<file path="src/hif_pkg.sv">
// Shared constants for the host control register bank
package hif_pkg;

	// ==========================================================
	// Register byte offsets
	localparam logic [7:0] ADDR_IRQ_ENABLE  = 8'h5c;
	localparam logic [7:0] ADDR_BYTE_ORDER  = 8'h64;
	localparam logic [7:0] ADDR_FIFO_THRESH = 8'h68;
	localparam logic [7:0] ADDR_RX_CONFIG   = 8'h6c;

	// ==========================================================
	// Reset values and constants
	localparam logic [31:0] BYTE_ORDER_WORD   = 32'h8765_4321;
	localparam logic [31:0] IRQ_ENABLE_RESET  = 32'h0000_0000;
	localparam logic [31:0] IRQ_ENABLE_WMASK  = 32'h83bf_efff;
	localparam logic [31:0] FIFO_THRESH_RESET = 32'h4800_0000;
	localparam logic [31:0] RX_CONFIG_RESET   = 32'h0000_0000;
	localparam logic [31:0] RX_CONFIG_WMASK   = 32'hcfff_1f00;

	// ==========================================================
	// Interrupt enable field positions
	localparam int EN_SOFTWARE       = 31;
	localparam int EN_TX_HALTED      = 25;
	localparam int EN_RX_HALTED      = 24;
	localparam int EN_DROP_HALF      = 23;
	localparam int EN_TX_COMPLETION  = 21;
	localparam int EN_RX_DMA         = 20;
	localparam int EN_GENERAL_TIMER  = 19;
	localparam int EN_PHY_EVENT      = 18;
	localparam int EN_POWER_EVENT    = 17;
	localparam int EN_TX_STATUS_OVF  = 16;
	localparam int EN_RX_WATCHDOG    = 15;
	localparam int EN_RX_ERROR       = 14;
	localparam int EN_TX_ERROR       = 13;
	localparam int EN_TX_UNDERRUN    = 11;
	localparam int EN_TX_OVERRUN     = 10;
	localparam int EN_TX_SPACE_AVAIL = 9;
	localparam int EN_TX_STATUS_FULL = 8;
	localparam int EN_TX_STATUS_LVL  = 7;
	localparam int EN_RX_DROPPED     = 6;
	localparam int EN_RX_DATA_LVL    = 5;
	localparam int EN_RX_STATUS_FULL = 4;
	localparam int EN_RX_STATUS_LVL  = 3;
	localparam int EN_GPIO_LSB       = 0;

	// ==========================================================
	// Threshold field positions (lsb, all 8 bits wide)
	localparam int THR_TX_SPACE_LSB  = 24;
	localparam int THR_TX_STATUS_LSB = 16;
	localparam int THR_RX_SPACE_LSB  = 8;
	localparam int THR_RX_STATUS_LSB = 0;

	// ==========================================================
	// Receive configuration field positions
	localparam int RXC_ALIGN_LSB  = 30;
	localparam int RXC_DMA_LSB    = 16;
	localparam int RXC_DMA_W      = 12;
	localparam int RXC_FLUSH_BIT  = 15;
	localparam int RXC_OFFSET_LSB = 8;

	// End alignment selections
	typedef enum logic [1:0] {
		ALIGN_4   = 2'b00,
		ALIGN_16  = 2'b01,
		ALIGN_32  = 2'b10,
		ALIGN_RSV = 2'b11
	} hif_align_e;

endpackage

</file>
<file path="src/hif_pad_calc.sv">
// Filler dword count needed to reach the selected end alignment
`timescale 1ns/10ps
`default_nettype none
module hif_pad_calc (
	// Alignment select
	input  wire logic [1:0] align_sel,
	// Dwords already sent in this buffer, low bits
	input  wire logic [2:0] dwords_sent,
	// Filler dwords to append
	output var  logic [2:0] pad_dwords
);
	// ==========================================================
	// Pad computation
	always_comb begin
		unique case (align_sel)
			hif_pkg::ALIGN_16: pad_dwords = 3'(3'h0 - {1'b0, dwords_sent[1:0]}) & 3'h3;
			hif_pkg::ALIGN_32: pad_dwords = 3'(3'h0 - dwords_sent);
			// Reserved code falls back to plain dword alignment
			default:           pad_dwords = 3'h0;
		endcase
	end
endmodule // hif_pad_calc
`default_nettype wire

</file>
<file path="src/hif_regs.sv">
// Host control register bank: irq mask, byte test, fifo levels, rx config
// ==========================================================
// Notes on behaviour
// - Set enable bit lets source reach irq
// - Status keeps recording; mask gates output only
// - Enables at bits 31, 25, 24, 23
// - Enables at bits 21 down to 16
// - Enables 15-13; bits 12,22,30-26 read-only
// - Enables at bits 11 down to 7
// - Enables at bits 6-3 and gpio 2-0
// - Byte test reads constant 87654321h always
// - Tx space irq when free above threshold
// - Tx status irq when used above threshold
// - Rx data irq when free below threshold
// - Rx status irq when used above threshold
// - End alignment field selects 4/16/32 bytes
// - Filler dwords appended; host discards them
// - Dma count decrements per dword, irq at end
// - New dma count accepted mid countdown
// - Flush bit clears both rx fifos, self-clears
// - Offset field shifts packet start 0-31 bytes
// - Offset upper bits apply on next dword
`timescale 1ns/10ps
`default_nettype none
module hif_regs #(
	parameter int LEVEL_W = 8
) (
	// Clock and reset
	input  wire logic               mclk,
	input  wire logic               resetn,
	// Wishbone classic slave
	input  wire logic               wb_cyc_i,
	input  wire logic               wb_stb_i,
	input  wire logic               wb_we_i,
	input  wire logic [7:0]         wb_adr_i,
	input  wire logic [3:0]         wb_sel_i,
	input  wire logic [31:0]        wb_dat_i,
	output logic      [31:0]        wb_dat_o,
	output logic                    wb_ack_o,
	// Interrupt status from the status register
	input  wire logic [31:0]        interrupt_status_register,
	output logic                    host_irq,
	// Fifo occupancy
	input  wire logic [LEVEL_W-1:0] tx_data_free_blocks,
	input  wire logic [LEVEL_W-1:0] tx_status_used,
	input  wire logic [LEVEL_W-1:0] rx_data_free_blocks,
	input  wire logic [LEVEL_W-1:0] rx_status_used,
	output logic                    tx_space_available_irq,
	output logic                    tx_status_level_irq,
	output logic                    rx_data_level_irq,
	output logic                    rx_status_level_irq,
	// Receive engine
	input  wire logic               rx_dword_read,
	input  wire logic               rx_buffer_end,
	input  wire logic [2:0]         rx_buffer_dwords,
	output logic                    rx_dma_done,
	output logic                    rx_fifo_flush,
	output logic [1:0]              rx_end_align,
	output logic [2:0]              rx_pad_dwords,
	output logic                    rx_pad_valid,
	output logic [4:0]              receive_start_offset
);
	// ==========================================================
	// State
	typedef struct packed {
		logic [31:0] irq_en;
		logic [31:0] thresh;
		logic [31:0] rx_cfg;
		logic [31:0] rdata;
		logic        ack;
		logic        irq;
		logic        tx_space;
		logic        tx_status;
		logic        rx_data;
		logic        rx_status;
		logic        dma_done;
		logic        flush;
		logic [2:0]  pad;
		logic        pad_valid;
		logic [4:0]  offset;
	} hif_state_s;

	hif_state_s  st_q;
	hif_state_s  st_d;
	logic [31:0] lane_mask;
	logic [2:0]  pad_calc;
	logic [31:0] en_view;
	logic [31:0] irq_term;
	logic [7:0]  thr_tx_space;
	logic [7:0]  thr_tx_status;
	logic [7:0]  thr_rx_space;
	logic [7:0]  thr_rx_status;
	logic [1:0]  cfg_align;
	logic [hif_pkg::RXC_DMA_W-1:0] cfg_dma;
	logic [4:0]  cfg_offset;

	// ==========================================================
	// Byte lane mask from wishbone select
	genvar gi;
	generate
		for (gi = 0; gi < 32; gi++) begin : g_lane
			assign lane_mask[gi] = wb_sel_i[gi / 8];
		end
	endgenerate

	hif_pad_calc u_pad (
		.align_sel   (st_q.rx_cfg[hif_pkg::RXC_ALIGN_LSB +: 2]),
		.dwords_sent (rx_buffer_dwords),
		.pad_dwords  (pad_calc)
	);

	// ==========================================================
	// Threshold fields
	assign thr_tx_space  = st_q.thresh[hif_pkg::THR_TX_SPACE_LSB +: 8];
	assign thr_tx_status = st_q.thresh[hif_pkg::THR_TX_STATUS_LSB +: 8];
	assign thr_rx_space  = st_q.thresh[hif_pkg::THR_RX_SPACE_LSB +: 8];
	assign thr_rx_status = st_q.thresh[hif_pkg::THR_RX_STATUS_LSB +: 8];

	// ==========================================================
	// Receive config fields
	assign cfg_align     = st_q.rx_cfg[hif_pkg::RXC_ALIGN_LSB +: 2];
	assign cfg_dma       = st_q.rx_cfg[hif_pkg::RXC_DMA_LSB +: hif_pkg::RXC_DMA_W];
	assign cfg_offset    = st_q.rx_cfg[hif_pkg::RXC_OFFSET_LSB +: 5];

	// ==========================================================
	// Per-source interrupt terms
	// one AND term per source
	generate
		for (gi = 0; gi < 32; gi++) begin : g_irq
			assign irq_term[gi] = interrupt_status_register[gi] & st_q.irq_en[gi];
		end
	endgenerate

	// ==========================================================
	// Enable readback, field by field
	// Reserved positions stay zero whatever the flops hold
	always_comb begin
		en_view = 32'h0000_0000;
		en_view[hif_pkg::EN_SOFTWARE] = st_q.irq_en[hif_pkg::EN_SOFTWARE];
		en_view[hif_pkg::EN_TX_HALTED] = st_q.irq_en[hif_pkg::EN_TX_HALTED];
		en_view[hif_pkg::EN_RX_HALTED] = st_q.irq_en[hif_pkg::EN_RX_HALTED];
		en_view[hif_pkg::EN_DROP_HALF] = st_q.irq_en[hif_pkg::EN_DROP_HALF];
		en_view[hif_pkg::EN_TX_COMPLETION] = st_q.irq_en[hif_pkg::EN_TX_COMPLETION];
		en_view[hif_pkg::EN_RX_DMA] = st_q.irq_en[hif_pkg::EN_RX_DMA];
		en_view[hif_pkg::EN_GENERAL_TIMER] = st_q.irq_en[hif_pkg::EN_GENERAL_TIMER];
		en_view[hif_pkg::EN_PHY_EVENT] = st_q.irq_en[hif_pkg::EN_PHY_EVENT];
		en_view[hif_pkg::EN_POWER_EVENT] = st_q.irq_en[hif_pkg::EN_POWER_EVENT];
		en_view[hif_pkg::EN_TX_STATUS_OVF] = st_q.irq_en[hif_pkg::EN_TX_STATUS_OVF];
		en_view[hif_pkg::EN_RX_WATCHDOG] = st_q.irq_en[hif_pkg::EN_RX_WATCHDOG];
		en_view[hif_pkg::EN_RX_ERROR] = st_q.irq_en[hif_pkg::EN_RX_ERROR];
		en_view[hif_pkg::EN_TX_ERROR] = st_q.irq_en[hif_pkg::EN_TX_ERROR];
		en_view[hif_pkg::EN_TX_UNDERRUN] = st_q.irq_en[hif_pkg::EN_TX_UNDERRUN];
		en_view[hif_pkg::EN_TX_OVERRUN] = st_q.irq_en[hif_pkg::EN_TX_OVERRUN];
		en_view[hif_pkg::EN_TX_SPACE_AVAIL] = st_q.irq_en[hif_pkg::EN_TX_SPACE_AVAIL];
		en_view[hif_pkg::EN_TX_STATUS_FULL] = st_q.irq_en[hif_pkg::EN_TX_STATUS_FULL];
		en_view[hif_pkg::EN_TX_STATUS_LVL] = st_q.irq_en[hif_pkg::EN_TX_STATUS_LVL];
		en_view[hif_pkg::EN_RX_DROPPED] = st_q.irq_en[hif_pkg::EN_RX_DROPPED];
		en_view[hif_pkg::EN_RX_DATA_LVL] = st_q.irq_en[hif_pkg::EN_RX_DATA_LVL];
		en_view[hif_pkg::EN_RX_STATUS_FULL] = st_q.irq_en[hif_pkg::EN_RX_STATUS_FULL];
		en_view[hif_pkg::EN_RX_STATUS_LVL] = st_q.irq_en[hif_pkg::EN_RX_STATUS_LVL];
		en_view[hif_pkg::EN_GPIO_LSB +: 3] = st_q.irq_en[hif_pkg::EN_GPIO_LSB +: 3];
	end

	// ==========================================================
	// Next state
	always_comb begin
		logic                       req;
		logic                       wr;
		logic [31:0]                wm;
		logic [hif_pkg::RXC_DMA_W-1:0] cnt;
		logic                       dma_wr;
		req    = 1'b0;
		wr     = 1'b0;
		wm     = 32'h0000_0000;
		cnt    = '0;
		dma_wr = 1'b0;
		st_d   = st_q;

		// ==========================================================
		// Bus request
		// Single cycle answer, dropped the cycle after
		req     = wb_cyc_i & wb_stb_i & ~st_q.ack;
		wr      = req & wb_we_i;
		st_d.ack = req;
		st_d.flush = 1'b0;
		st_d.dma_done = 1'b0;
		st_d.pad_valid = 1'b0;

		// ==========================================================
		// Read decode
		if (req) begin
			unique case (wb_adr_i)
				hif_pkg::ADDR_IRQ_ENABLE: begin
					st_d.rdata = en_view;
				end
				hif_pkg::ADDR_BYTE_ORDER: begin
					st_d.rdata = hif_pkg::BYTE_ORDER_WORD;
				end
				hif_pkg::ADDR_FIFO_THRESH: begin
					st_d.rdata = st_q.thresh;
				end
				hif_pkg::ADDR_RX_CONFIG: begin
					st_d.rdata = st_q.rx_cfg;
				end
				// Unmapped reads zero and writes are dropped
				default: begin
					st_d.rdata = 32'h0000_0000;
				end
			endcase
		end

		// ==========================================================
		// Write decode
		if (wr) begin
			unique case (wb_adr_i)
				hif_pkg::ADDR_IRQ_ENABLE: begin
					wm = lane_mask & hif_pkg::IRQ_ENABLE_WMASK;
					st_d.irq_en = (st_q.irq_en & ~wm) | (wb_dat_i & wm);
				end
				hif_pkg::ADDR_BYTE_ORDER: begin
					wm = 32'h0000_0000;
				end
				hif_pkg::ADDR_FIFO_THRESH: begin
					// All four levels fully writable
					wm = lane_mask;
					st_d.thresh = (st_q.thresh & ~wm) | (wb_dat_i & wm);
				end
				hif_pkg::ADDR_RX_CONFIG: begin
					wm = lane_mask & hif_pkg::RX_CONFIG_WMASK;
					st_d.rx_cfg = (st_q.rx_cfg & ~wm) | (wb_dat_i & wm);
					dma_wr = wb_sel_i[2] | wb_sel_i[3];
					st_d.flush = wb_sel_i[1] & wb_dat_i[hif_pkg::RXC_FLUSH_BIT];
				end
				default: begin
					wm = 32'h0000_0000;
				end
			endcase
		end

		// ==========================================================
		// Receive dma countdown
		// count down per dword read
		// host write wins over the decrement
		cnt = cfg_dma;
		if (!dma_wr && rx_dword_read && cnt != '0) begin
			st_d.rx_cfg[hif_pkg::RXC_DMA_LSB +: hif_pkg::RXC_DMA_W] =
				hif_pkg::RXC_DMA_W'(cnt - 1'b1);
			st_d.dma_done = (cnt == hif_pkg::RXC_DMA_W'(1));
		end

		// ==========================================================
		// Start offset
		// start offset in bytes
		// low bits follow directly, host keeps them still
		st_d.offset[1:0] = st_q.rx_cfg[hif_pkg::RXC_OFFSET_LSB +: 2];
		// dword part taken at next dword read
		if (rx_dword_read) begin
			st_d.offset[4:2] = st_q.rx_cfg[hif_pkg::RXC_OFFSET_LSB + 2 +: 3];
		end

		// ==========================================================
		// End padding
		// filler count offered at buffer end
		// alignment assumed steady within a packet
		if (rx_buffer_end) begin
			st_d.pad       = pad_calc;
			st_d.pad_valid = 1'b1;
		end

		// ==========================================================
		// Host interrupt
		// enabled sources only
		// status bits are never touched here
		st_d.irq = |irq_term;

		// ==========================================================
		// Fifo level interrupts
		// tx free above level
		st_d.tx_space  = tx_data_free_blocks >
			LEVEL_W'(thr_tx_space);
		st_d.tx_status = tx_status_used >
			LEVEL_W'(thr_tx_status);
		st_d.rx_data   = rx_data_free_blocks <
			LEVEL_W'(thr_rx_space);
		st_d.rx_status = rx_status_used >
			LEVEL_W'(thr_rx_status);
	end

	// ==========================================================
	// Registers
	always_ff @(posedge mclk or negedge resetn) begin
		if (!resetn) begin
			st_q        <= '0;
			st_q.irq_en <= hif_pkg::IRQ_ENABLE_RESET;
			st_q.thresh <= hif_pkg::FIFO_THRESH_RESET;
			st_q.rx_cfg <= hif_pkg::RX_CONFIG_RESET;
		end else begin
			st_q <= st_d;
		end
	end

	// ==========================================================
	// Outputs, all straight from flops
	// Bus answer
	assign wb_dat_o               = st_q.rdata;
	assign wb_ack_o               = st_q.ack;

	// Interrupt request and fifo levels
	assign host_irq               = st_q.irq;
	assign tx_space_available_irq = st_q.tx_space;
	assign tx_status_level_irq    = st_q.tx_status;
	assign rx_data_level_irq      = st_q.rx_data;
	assign rx_status_level_irq    = st_q.rx_status;

	// Receive engine
	assign rx_dma_done            = st_q.dma_done;
	assign rx_fifo_flush          = st_q.flush;
	assign rx_end_align           = st_q.rx_cfg[hif_pkg::RXC_ALIGN_LSB +: 2];
	assign rx_pad_dwords          = st_q.pad;
	assign rx_pad_valid           = st_q.pad_valid;
	assign receive_start_offset   = st_q.offset;
endmodule // hif_regs
`default_nettype wire

</file>
<file path="config.mk">
export PLATFORM = sky130hd
export DESIGN_NAME = hif_regs
export DESIGN_NICKNAME = d
export VERILOG_FILES = /design/src/hif_pkg.sv /design/src/hif_pad_calc.sv /design/src/hif_regs.sv
export SDC_FILE = /design/constraint.sdc
export NUM_CORES = 1
export LEC_CHECK = 0
export BUFFER_PORTS_ARGS = -buffer_cell sky130_fd_sc_hd__buf_4
export CAP_MARGIN = 20
export CORE_UTILIZATION = 58
export DETAILED_ROUTE_END_ITERATION = 12
export PLACE_DENSITY = 0.87
export REMOVE_ABC_BUFFERS = 1
export SYNTH_ARGS = -nofsm -noshare
export SYNTH_HDL_FRONTEND = slang
export SYNTH_SLANG_ARGS = --single-unit
</file>
<file path="constraint.sdc">
create_clock -name mclk -period 3.9 [get_ports mclk]
set_input_delay 0.585 -clock mclk [delete_from_list [all_inputs] [get_ports mclk]]
set_output_delay 0.585 -clock mclk [all_outputs]
set_load 0.005 [all_outputs]
</file>
==> flow_summary.json <==
{
  "status": "completed",
  "period_needed_ns": 2.42,
  "core_area_sq_mm": 0.0115,
  "cts_buffers": 17,
  "hold_ws_ns": 0.184,
  "grt_pass1_wl_microns": 30500,
  "drc": 0,
  "crit_fanout": 9,
  "criticalPathCategory": "reg2reg",
  "cts_sinks": 125,
  "synth_top_cell_by_area": "dfrtp_1",
  "diodes": 0,
  "crit_path_cell_trace": "or4_1 > o41ai_4 > a21oi_2 > a221oi_1 > nor3_1",
  "post_cts_buffers": 0,
  "fin_crit_sh": 0.621,
  "hpwlAfterDp_microns": 13700,
  "die_y_microns": 111,
  "htreeDepth": 4,
  "num_vias": 5777,
  "synth_simple_gate_area_frac": 0.106,
  "syn_avg_cell_area_sq_um": 10.4,
  "powerDensity_mw_per_mm2": 408,
  "synth_top_area_frac": 0.450,
  "synthDistinctLibCells": 60,
  "via_per_inst": 6.23,
  "max-cap-violations": 0,
  "nets": 927,
  "synthMuxAreaShare": 0.106,
  "async_flop_share": 1.00,
  "die-area_sq_mm": 0.0122,
  "drtIter0Drc": 468,
  "die_width_microns": 111,
  "seqPwrFrac": 0.435,
  "synth.area.top_cells": "dfrtp_1 (45%), mux2_2 (9.9%), ha_1 (6.8%)",
  "cts_resized": 0,
  "crit_path_end_kind": "register",
  "crit_path_max_incr_delay_ns": 0.64,
  "finalClockSkew_ns": 0.00563,
  "hold_viol_final": 0,
  "drive_gt1_frac": 0.340,
  "slowest_stage": "or4_1",
  "critPathArrivalTime_ns": 2.71,
  "ys_seq_area_frac": 0.458,
  "yosysWarnings": 0,
  "cp_top_family": "compound AO/OA/AOI/OAI gates",
  "synth_top_family_by_area": "compound AO/OA/AOI/OAI gates",
  "power_frac_clock": 0.412,
  "synth_common_cells": "dfrtp_1 (123), mux2_2 (60), nand2_1 (52)",
  "grt_use_total": 0.321,
  "cts_hold_buf": 0,
  "grt_pass1_vias": 6042,
  "yosysMostFrequentCell": "dfrtp_1",
  "peakVddDrop_mv": 0.311,
  "clock_latency_ns": 0.42,
  "initial_core_util": 0.596,
  "yosys.area_share.adder": 0.0677,
  "hp-class": "in2async",
  "setup_viol": 0,
  "syn_area_sq_mm": 0.00684,
  "synth-xor-area-share": 0.00512,
  "p_switching_uw": 943,
  "synth_edf_count": 0,
  "wl_microns": 18800,
  "rows": 39,
  "port_buffers": 161,
  "reg2reg_depth": 5,
  "maxSlewViolCount": 0,
  "wl_per_cell_microns": 20.3,
  "grt_max_degree": 53,
  "timing.rr.end": "cfg_dma[9]",
  "routabilityCongestion": 0.916,
  "synthFlopType": "dfrtp_1",
  "clockBufferDepth": 2,
  "rrSetupSlack_ns": 1.48,
  "swShare": 0.277,
  "synth_compound_area_frac": 0.162,
  "p_leak_nw": 4.09,
  "cts_tree": "built",
  "ys_ff_latch": 125,
  "worst_slew_pin_slew_ns": 1.03,
  "dr.pass1.iters": 7,
  "critPathLaunchType": "register",
  "crit_buf_inv": 0,
  "relSlewSlack": 0.315,
  "comb_power_share": 0.153,
  "worst_ep_required_time_ns": 4.19,
  "grt_remaining_overflow": 0,
  "finalCoreUtilization": 0.728,
  "pin_count": 169,
  "r2r-start": "cfg_dma[8]",
  "max_freq_mhz": 413,
  "antenna_found_initial": 0,
  "syn2layout_area_growth_pct": 22.0,
  "power_mw": 3.40,
  "clk_pin_slew_worst_paths_ns": 0.05,
  "rsz0062_at_grt": "false",
  "tns_ns": 0,
  "p_int_mw": 2.46,
  "clockRootBuffer": "clkbuf_16",
  "synthCells": 655,
  "ant_nets": 0
}
-- kinds of logic after synthesis --
group / count (synthesis)
XOR/XNOR: 4
buffers and inverters: 122
multiplexers: 65
AND/OR/NAND/NOR: 141
AO/OA/AOI/OAI: 161
adder cells (fa/ha/maj): 37
flip-flops: 125
-- through the flow --
stage	area (sq um)	setup WS (ns)	cells
2_1_floorplan	6370	1.21	583
3_3_place_gp	7830	1.21	896
3_5_place_dp	7830	1.16	896
4_1_cts	8350	1.50	928
5_1_grt	8350	1.38	928
6_report	8350	1.48	928
-- cell type report --
class | instances | area [sq um]
clock buffers | 29 | 500
fillers | 770 | 3120
well taps | 143 | 179
clock inverters | 3 | 15.0
flip-flops and latches | 125 | 3130
inverters | 50 | 188
multi-input cells | 408 | 3060
repair buffers | 170 | 1280
-- power groups by stage --
stage	clock network, mW	registers (mW)	logic [mW]
final	1.40	1.48	0.521
after global routing	1.47	1.49	0.565
after CTS	1.41	1.47	0.514
after detailed placement	0	1.49	0.507
after global placement	0	1.49	0.482
after floorplan	0	1.46	0.292
-- layer usage --
metal  up-vias  share of wire  GRT usage
li1       2559              -          -
met1      2839           0.38      0.391
met2       296           0.50      0.530
met3        83          0.071     0.0714
met4         0          0.046      0.179
met5         -              0          0
-- cells in the final DEF (no fill, tap or decap), types with 4 or more instances in the layout --
| master | n |
|---|---|
| nand3_1 | 13 |
| dfrtp_1 | 123 |
| clkbuf_16 | 17 |
| a21oi_1 | 16 |
| mux2_2 | 60 |
| clkbuf_1 | 9 |
| inv_1 | 50 |
| nor2_1 | 18 |
| buf_4 | 170 |
| and3_1 | 6 |
| a211oi_1 | 18 |
| nor3_1 | 6 |
| nand2b_1 | 4 |
| nor2b_1 | 7 |
| o22ai_1 | 5 |
| nand2_1 | 52 |
| o21ai_0 | 47 |
| a221oi_1 | 8 |
| mux2i_1 | 5 |
| a31oi_1 | 4 |
| ha_1 | 37 |
| a22oi_1 | 29 |
| nand4_1 | 10 |
| and2_1 | 4 |
| o21a_1 | 4 |
| nor4_1 | 4 |
| a22o_1 | 9 |
-- how the worst max path moves through the flow --
stage	end	slack [ns]	cells after the start	start
2_1_floorplan	register	1.21	4	wb_adr_i[7]
3_3_place_gp	wb_dat_o[15]	1.21	7	wb_adr_i[5]
3_5_place_dp	register	1.16	6	wb_adr_i[7]
4_1_cts	cfg_dma[9]	1.50	5	cfg_dma[2]
5_1_grt	cfg_dma[9]	1.38	5	cfg_dma[2]
6_report	cfg_dma[9]	1.48	5	cfg_dma[8]
Note: power is estimated with default switching activity, not from simulation.
